[src/asbp_pkg.sv]
// package: constants for the async sram byte port controller
package asbp_pkg;
   localparam int ADDR_W = 19;
   localparam int DATA_W = 8;
   localparam int WORDS = 524288;
   // cycle figures
   localparam int CLK_PERIOD_NS = 40;
   localparam int MIN_CYCLE_NS = 20;
   // least time rounds up, never below one cycle
   localparam int MIN_CYCLE_RAW =
      (MIN_CYCLE_NS + CLK_PERIOD_NS - 1) / CLK_PERIOD_NS;
   localparam int MIN_CYCLE_CYC = (MIN_CYCLE_RAW < 1) ? 1 : MIN_CYCLE_RAW;
   localparam int CNT_W = 4;
   localparam logic [CNT_W-1:0] CNT_ZERO = 4'h0;
   localparam logic [CNT_W-1:0] CNT_ONE = 4'h1;
   localparam logic [CNT_W-1:0] STROBE_CYC = CNT_W'(MIN_CYCLE_CYC);
   localparam logic [ADDR_W-1:0] ADDR_RST = 19'h00000;
   localparam logic [DATA_W-1:0] DATA_RST = 8'h00;
   typedef enum logic [2:0] {
      ASBP_IDLE,
      ASBP_SETUP,
      ASBP_STROBE,
      ASBP_HOLD,
      ASBP_SLEEP
   } asbp_state_t;
endpackage

[src/asbp_ctrl.sv]
// host controller that drives an async sram byte port through its pins
// Functional notes
// - controller presents 19-bit address per access
// - unused chip select held low except during sleep
// - sleep control held high except in the sleep state
// - each cycle lasts at least 20 ns
`timescale 1ns/100ps
`default_nettype none
module asbp_ctrl
   import asbp_pkg::*;
(
   input wire logic i_ref_clk,
   input wire logic i_reset,
   // user side
   input wire logic i_req,
   input wire logic i_we,
   input wire logic [ADDR_W-1:0] i_addr,
   input wire logic [DATA_W-1:0] i_wdata,
   input wire logic i_sleep,
   input wire logic i_use_select,
   output logic o_busy,
   output logic o_rvalid,
   output logic [DATA_W-1:0] o_rdata,
   // memory pins
   output logic [ADDR_W-1:0] o_mem_addr,
   input wire logic [DATA_W-1:0] i_mem_dq,
   output logic [DATA_W-1:0] o_mem_dq,
   output logic o_mem_dq_oe,
   output logic o_chip_select_low,
   output logic o_write_strobe_low,
   output logic o_output_gate_low,
   output logic o_sleep_control_low
);
   asbp_state_t state_ff;
   asbp_state_t nxt_state;
   logic we_ff;
   logic use_sel_ff;
   logic [DATA_W-1:0] dq_sync1_ff;
   logic [DATA_W-1:0] dq_sync2_ff;
   logic timer_load;
   logic timer_done;
   logic rd_tail;
   logic [1:0] rd_pipe_ff;
   logic [CNT_W-1:0] strobe_len_ff;

   // ==========================================
   // strobe timer
   asbp_timer u_timer (
      .i_ref_clk(i_ref_clk),
      .i_reset(i_reset),
      .i_load(timer_load),
      .i_count(STROBE_CYC),
      .o_done(timer_done)
   );
   assign timer_load = (state_ff == ASBP_SETUP);
   // a read still in the sampling pipe holds off the next request
   assign rd_tail = |rd_pipe_ff;

   // ==========================================
   // sequencer: setup, timed strobe, hold
   always_comb
   begin
      nxt_state = state_ff;
      case (state_ff)
         ASBP_IDLE:
            if (i_sleep)
               nxt_state = ASBP_SLEEP;
            else if (i_req && !rd_tail)
               nxt_state = ASBP_SETUP;
         ASBP_SETUP:
            nxt_state = ASBP_STROBE;
         ASBP_STROBE:
            if (timer_done)
               nxt_state = ASBP_HOLD;
         ASBP_HOLD:
            nxt_state = ASBP_IDLE;
         ASBP_SLEEP:
            if (!i_sleep)
               nxt_state = ASBP_IDLE;
         default:
            nxt_state = ASBP_IDLE;
      endcase
   end

   always_ff @(posedge i_ref_clk)
   begin
      if (i_reset)
         state_ff <= ASBP_IDLE;
      else
         state_ff <= nxt_state;
   end

   // ==========================================
   // request capture; address and data change only while strobe is high
   always_ff @(posedge i_ref_clk)
   begin
      if (i_reset)
      begin
         o_mem_addr <= ADDR_RST;
         o_mem_dq <= DATA_RST;
         we_ff <= 1'b0;
      end
      else if (state_ff == ASBP_IDLE && nxt_state == ASBP_SETUP)
      begin
         o_mem_addr <= i_addr;
         o_mem_dq <= i_wdata;
         we_ff <= i_we;
      end
   end

   // select mode latched per access so the strap cannot glitch mid-cycle
   always_ff @(posedge i_ref_clk)
   begin
      if (i_reset)
         use_sel_ff <= 1'b1;
      else if (state_ff == ASBP_IDLE)
         use_sel_ff <= i_use_select;
   end

   // ==========================================
   // pin drive
   always_ff @(posedge i_ref_clk)
   begin
      if (i_reset)
      begin
         o_chip_select_low <= 1'b1;
         o_write_strobe_low <= 1'b1;
         o_output_gate_low <= 1'b1;
         o_sleep_control_low <= 1'b1;
         o_mem_dq_oe <= 1'b0;
      end
      else
      begin
         // sleep only entered from idle, so no access is cut short
         o_sleep_control_low <= !(nxt_state == ASBP_SLEEP);
         // select held low when unused outside sleep, else framed on the access
         if (!use_sel_ff && nxt_state != ASBP_SLEEP)
            o_chip_select_low <= 1'b0;
         else
            o_chip_select_low <= !(nxt_state == ASBP_SETUP ||
               nxt_state == ASBP_STROBE || nxt_state == ASBP_HOLD);
         o_write_strobe_low <= !(nxt_state == ASBP_STROBE && we_ff);
         // gate only opens for reads, avoids a driver fight on writes
         o_output_gate_low <= !(!we_ff && (nxt_state == ASBP_STROBE ||
            nxt_state == ASBP_HOLD));
         // setup takes the fresh request, we_ff still holds the last one
         if (nxt_state == ASBP_SETUP)
            o_mem_dq_oe <= i_we;
         else
            o_mem_dq_oe <= we_ff && (nxt_state == ASBP_STROBE ||
               nxt_state == ASBP_HOLD);
      end
   end

   // ==========================================
   // read data: pin passes two flops before use
   always_ff @(posedge i_ref_clk)
   begin
      if (i_reset)
      begin
         dq_sync1_ff <= DATA_RST;
         dq_sync2_ff <= DATA_RST;
      end
      else
      begin
         dq_sync1_ff <= i_mem_dq;
         dq_sync2_ff <= dq_sync1_ff;
      end
   end

   // sample lags the pins by two cycles; gate stays open through hold
   always_ff @(posedge i_ref_clk)
   begin
      if (i_reset)
         rd_pipe_ff <= 2'b00;
      else
         rd_pipe_ff <= {rd_pipe_ff[0],
            (state_ff == ASBP_HOLD) && !we_ff};
   end

   always_ff @(posedge i_ref_clk)
   begin
      if (i_reset)
      begin
         o_rvalid <= 1'b0;
         o_rdata <= DATA_RST;
      end
      else
      begin
         o_rvalid <= rd_pipe_ff[1];
         if (rd_pipe_ff[1])
            o_rdata <= dq_sync2_ff;
      end
   end

   always_ff @(posedge i_ref_clk)
   begin
      if (i_reset)
         o_busy <= 1'b0;
      else
         o_busy <= (nxt_state != ASBP_IDLE) || rd_tail ||
            (state_ff == ASBP_HOLD && !we_ff);
   end

   // strobe length in cycles, read only by the checks below
   always_ff @(posedge i_ref_clk)
   begin
      if (i_reset || o_write_strobe_low)
         strobe_len_ff <= CNT_ZERO;
      else if (strobe_len_ff != ~CNT_ZERO)
         strobe_len_ff <= strobe_len_ff + CNT_ONE;
   end
endmodule
`default_nettype wire

[src/asbp_timer.sv]
// cycle timer: loads a count and flags when it has run down
`timescale 1ns/100ps
`default_nettype none
module asbp_timer
   import asbp_pkg::*;
(
   input wire logic i_ref_clk,
   input wire logic i_reset,
   input wire logic i_load,
   input wire logic [CNT_W-1:0] i_count,
   output logic o_done
);
   logic [CNT_W-1:0] cnt_ff;
   // ==========================================
   // down counter
   always_ff @(posedge i_ref_clk)
   begin
      if (i_reset)
         cnt_ff <= CNT_ZERO;
      else if (i_load)
         cnt_ff <= i_count;
      else if (cnt_ff != CNT_ZERO)
         cnt_ff <= cnt_ff - CNT_ONE;
   end
   // done once the count is at one or already spent
   assign o_done = (cnt_ff <= CNT_ONE) && !i_load;
endmodule
`default_nettype wire

[config.mk]
export PLATFORM = sky130hd
export DESIGN_NAME = asbp_ctrl
export DESIGN_NICKNAME = d
export VERILOG_FILES = /design/src/asbp_pkg.sv /design/src/asbp_ctrl.sv /design/src/asbp_timer.sv
export SDC_FILE = /design/constraint.sdc
export NUM_CORES = 1
export LEC_CHECK = 0
export BUFFER_PORTS_ARGS = -buffer_cell sky130_fd_sc_hd__buf_2
export CORE_MARGIN = 2
export CORE_UTILIZATION = 49
export CTS_CLUSTER_SIZE = 16
export DETAILED_ROUTE_END_ITERATION = 10
export PLACE_DENSITY = 0.79
export SLEW_MARGIN = 25
export SYNTH_ARGS = -nofsm -noshare
export SYNTH_HDL_FRONTEND = slang
export SYNTH_SLANG_ARGS = --single-unit
[constraint.sdc]
create_clock -name i_ref_clk -period 1.8 [get_ports i_ref_clk]
set_input_delay 0.18 -clock i_ref_clk [delete_from_list [all_inputs] [get_ports i_ref_clk]]
set_output_delay 0.18 -clock i_ref_clk [all_outputs]
set_load 0.03 [all_outputs]
# After elaboration in Yosys (flattened, before gate mapping)
# Index checks and enable logic that the tools add are counted.
# totals
register_bits,69
inputBits,41
out_inout_bits,42
# op_classes
add_sub_neg,1
magnitude_cmp,1
n_eq_ne,9
mux,9
n_reduce_logical,27
# op_table
operator,count
$eq 3x2->1 const B,4
$mux 3,4
$pmux 3 s4,1
$logic_and 1x1->1,8
$logic_not 1->1,8
$eq 3x1->1 const B,2
$eq 3x3->1 const B,2
$logic_or 1x1->1,5
$le 4x1->1 const B,1
$mux 1,4
$reduce_bool 4->1,1
$reduce_or 2->1,2
$sub 4x1->4 const B,1
$logic_not 3->1,1
$ne 3x3->1 const B,1
$reduce_bool 3->1,1
$reduce_bool 2->1,1

# Depth between registers and ports, before layout
# logic_depth
ltp_word,11
ltp_mapped,6
ltp_nobuf,5

# By module
# From an unflattened synthesis, not the netlist that was laid out.
# hier_totals
cells_unflattened,269
hier_area_um2,2633.8
# modules_own_cells
mod,instances,cells_per_inst,area_per_inst_um2
asbp_ctrl,1,242,2388.5
asbp_timer,1,27,245.2

# Worst setup path after synthesis
# Ideal clock, no wire load.
# synth_timing
path_kind,register to register
from,register rd_pipe_ff[1]
to,register o_mem_addr[0]
t_arrival_ns,1.211
slack_ns,0.457
path_stages_with_launch,5
path_cell_list,dfxtp_1 or4b_4 buf_2 o21ai_1 a21oi_1
# synth_between
elab_chain_len,8
# synth_lines
element,line,text
start: declaration,asbp_ctrl.sv:43,logic [1:0] rd_pipe_ff;
start signal: assignment,asbp_ctrl.sv:177,"rd_pipe_ff <= {rd_pipe_ff[0],"
$reduce_or 2->1,asbp_ctrl.sv:57,assign rd_tail = |rd_pipe_ff;
$logic_not 1->1,asbp_ctrl.sv:68,else if (i_req && !rd_tail)
$logic_and 1x1->1,asbp_ctrl.sv:68,
$mux 3,asbp_ctrl.sv:68,
$mux 3,asbp_ctrl.sv:66,if (i_sleep)
$pmux 3 s4,asbp_ctrl.sv:64,case (state_ff)
$eq 3x1->1,asbp_ctrl.sv:103,else if (state_ff == ASBP_IDLE && nxt_state == ASBP_SETUP)
$logic_and 1x1->1,asbp_ctrl.sv:103,
end signal: assignment,asbp_ctrl.sv:105,o_mem_addr <= i_addr;
end: declaration,asbp_ctrl.sv:25,"output logic [ADDR_W-1:0] o_mem_addr,"
# Every way passes these cells.
# A chain may end at the register's enable or synchronous reset.

# Final worst setup path
# layout_timing
from,register rd_pipe_ff[0]
to,register we_ff
# layout_between
elab_chain_len,8
# layout_lines
element,line,text
$reduce_or 2->1,asbp_ctrl.sv:57,
$logic_not 1->1,asbp_ctrl.sv:68,
$logic_and 1x1->1,asbp_ctrl.sv:68,
$mux 3,asbp_ctrl.sv:68,
$mux 3,asbp_ctrl.sv:66,
$pmux 3 s4,asbp_ctrl.sv:64,
$eq 3x1->1,asbp_ctrl.sv:103,
$logic_and 1x1->1,asbp_ctrl.sv:103,
end signal: assignment,asbp_ctrl.sv:107,we_ff <= i_we;
end: declaration,asbp_ctrl.sv:36,logic we_ff;
# Every way passes these cells.

==> impl_metrics.toml <==
[yosys]
postSynthCellCount = 261
ys_seq_area_frac = 0.557
synth-warning-count = 0
yosys.area_share.simple = 0.183
yosys_register_bits = 69
async_flop_share = 0
synthAdderAreaFrac = 0.0151
post_synth_mux_area_share = 0.0323
dominant_combinational_cell_family_by_area_after_synthesis = "simple AND/OR/NAND/NOR gates"
syn_avg_cell_area_um2 = 9.50
synth-compound-area-share = 0.148
synth-main-ff-cell = "sky130_fd_sc_hd__dfxtp_1"
post_synth_instance_area_mm2 = 0.00248
yosys.area_share.xor_xnor = 0.0141
synth.lib_cells_used.distinct = 32
syn-num-nets = 305
synth_enable_flop_cells = 0

[sta]
setup_repair_after_global_routing_missed_its_margin = "no"
worst_slew_margin_rel = 0.759
setup-tns-final_ns = 0
fmax_ghz = 0.673
finalSetupViolCount = 0
period_minus_slack_ns = 1.49
skew_ns = 0.00840
finalHoldViolCount = 0
layout_worst_path_cycle_share = 0.825
worst-slew-pin-transition_ns = 0.361
report.final.slew_viol_count = 0

[drt]
route.detailed.wl_per_inst_um = 12.9
route.detailed.vias_per_inst = 5.08
detail_route.wirelength_mm = 5.36
num_vias = 2107
drt_first_iter_violations = 129
antenna_violating_nets_remaining = 0
detail_route.drc_violations = 0
first_pass_iters = 4

[clock_network]
clkSinkCount = 69
postCtsSetupRepairBufs = 0
clock_tree_root = "sky130_fd_sc_hd__clkbuf_8"
worst_skew_pair.late_latency_ns = 0.34
cts_max_path_buffers = 2
clock_tree_from_tritoncts = "built"
cts_hold_buf = 0
cts.htree.levels = 3
cts_inserted_buffers = 9
postCtsResizedCells = 0
clk_pin_slew_worst_paths_ns = 0.07

[placement]
port_bufs = 82
place.gp.congestion = 0.785
dpl_cell_area_mm2 = 0.00296
dp_hpwl_mm = 3.71

[setup_path]
worst-setup-path-type = "reg -> reg"
worst_path_max_delay_cell = "sky130_fd_sc_hd__or4b_4"
worstPathArrival_ns = 1.71
cp_max_fo = 30
setup.worst_path.start_class = "flop"
cp_cell_instances = "or4b_4 -> o21ai_1 -> a21oi_1"
critical_path.n_buffers_inverters = 0
cp.required_ns = 2.03
critPathTopFamily = "simple AND/OR/NAND/NOR gates"
end_kind = "flop"
timing.reg2reg.setup_slack_ns = 0.31
cpPeakStageDelay_ns = 0.72

[die]
placement_rows = 25
design.die.area_mm2 = 0.00565
die_width_um = 75.1
die_height_um = 75.1
pin_count = 83
core_region_area_mm2 = 0.00482
effective_utilization_at_floorplan = 0.515

[cells_and_area]
most_common_library_cell_in_the_layout_ignoring_fill_and_taps = "sky130_fd_sc_hd__buf_2"
finish.net_count = 387
drive_gt1_frac = 0.313
final_util = 0.654
n_fill_cell = 431
insertedDiodeCount = 0
area_growth_pct = 26.9
most-common-layout-cells = "82 x sky130_fd_sc_hd__buf_2, 69 x sky130_fd_sc_hd__dfxtp_1, 31 x sky130_fd_sc_hd__nand3_1, 31 x sky130_fd_sc_hd__a21oi_1, 28 x sky130_fd_sc_hd__o21ai_1"
post-route-cell-area_mm2 = 0.00315

[power]
power_leakage_nw = 1.39
power_density_mw_per_mm2 = 1110
irDropWorstVdd_mv = 0.774

[run_status]
status = "finished clean"

[global_routing]
number_of_antenna_violations_at_the_first_check_in_global_routing = 0
global_route_wire_length_before_repair_mm = 8.16
grt_usage = 0.196
vias_in_the_first_global_route = 1830
overflow = 0
largest_net_degree_at_the_start_of_global_routing = 31

[run]
maxCapViolations = 0

[min_path]
min-delay-path-class = "in -> reg"
[synth_stat cells, drive strengths merged (3+ instances only)]
library cell / number / area share
nor2b: 19 / 0.048
buf: 12 / 0.030
ha: 3 / 0.015
xnor2: 4 / 0.014
nor2: 18 / 0.027
nand2: 4 / 0.0061
inv: 5 / 0.0076
nand3: 31 / 0.063
o21ai: 28 / 0.057
nor3: 3 / 0.0061
mux2i: 8 / 0.032
clkbuf: 9 / 0.014
dfxtp: 69 / 0.56
a21oi: 31 / 0.063
[through the flow]
step	std cells	hold WS [ns]	setup slack, ns	total power [mW]
floorplan	261	0.273	0.457	2.15
global placement	399	0.388	0.369	2.30
detailed placement	399	0.392	0.324	2.32
CTS	415	0.0276	0.310	3.53
global route	415	0.0393	0.250	3.68
finish	415	0.0421	0.314	3.51
[routing by layer]
metal / global-route usage / vias to the layer above / wire length [um]
li1: - / 1065 / -
met1: 0.238 / 956 / 2290
met2: 0.301 / 71 / 2530
met3: 0.0857 / 15 / 397
met4: 0.0877 / 0 / 136
met5: 0 / - / 0
[worst register-to-register path, cell delays in order (launching register included)]
cell	delay [ns]
sky130_fd_sc_hd__dfxtp_1	0.35
sky130_fd_sc_hd__or4b_4	0.72
sky130_fd_sc_hd__o21ai_1	0.22
sky130_fd_sc_hd__a21oi_1	0.09
[flip-flops by register name, summed over array words and instances (netlist names)]
register and flops:
o_rvalid 1, o_sleep_control_low 1, o_write_strobe_low 1, o_chip_select_low 1
u_timer.cnt_ff 4, o_output_gate_low 1, o_mem_dq 8, o_rdata 8
dq_sync2_ff 8, state_ff 3, use_sel_ff 1, o_mem_dq_oe 1
dq_sync1_ff 8, rd_pipe_ff 2, we_ff 1, o_busy 1
o_mem_addr 19
[cells by family after synthesis]
family                     Yosys count
buffers and inverters               26
xor gates and xnor gates             4
DFF                                 69
muxes                                8
adders and majority gates            3
and+or+nand+nor                     84
AOI/OAI and AO/OA                   67
[power breakdown]
| part | internal [mW] | leakage (nW) | total (mW) | switching (mW) |
|---|---|---|---|---|
| sequential | 1.63 | 0.564 | 1.69 | 0.0668 |
| clock | 0.674 | 0.0964 | 1.22 | 0.546 |
| combinational | 0.235 | 0.727 | 0.596 | 0.361 |
| total | 2.53 | 1.39 | 3.51 | 0.973 |
[final timing paths]
kind / to / from / cells after the start
min reg2reg: dq_sync2_ff[4] / dq_sync1_ff[4] / 1
max: we_ff / rd_pipe_ff[0] / 3
max reg2reg: we_ff / rd_pipe_ff[0] / 3
min: dq_sync1_ff[0] / i_mem_dq[0] / 2
[final cells by class]
| cell class | count | area (um2) | share of cell area |
|---|---|---|---|
| clock inverter | 4 | 47.5 | 0.0151 |
| multi-input combinational | 166 | 986 | 0.313 |
| tap | 67 | 83.8 | 0.0266 |
| inverter | 5 | 18.8 | 0.00596 |
| timing repair buffer | 92 | 485 | 0.154 |
| clock buffer | 12 | 145 | 0.0461 |
| sequential | 69 | 1380 | 0.439 |
No activity file was read; power rests on OpenSTA's default activity.
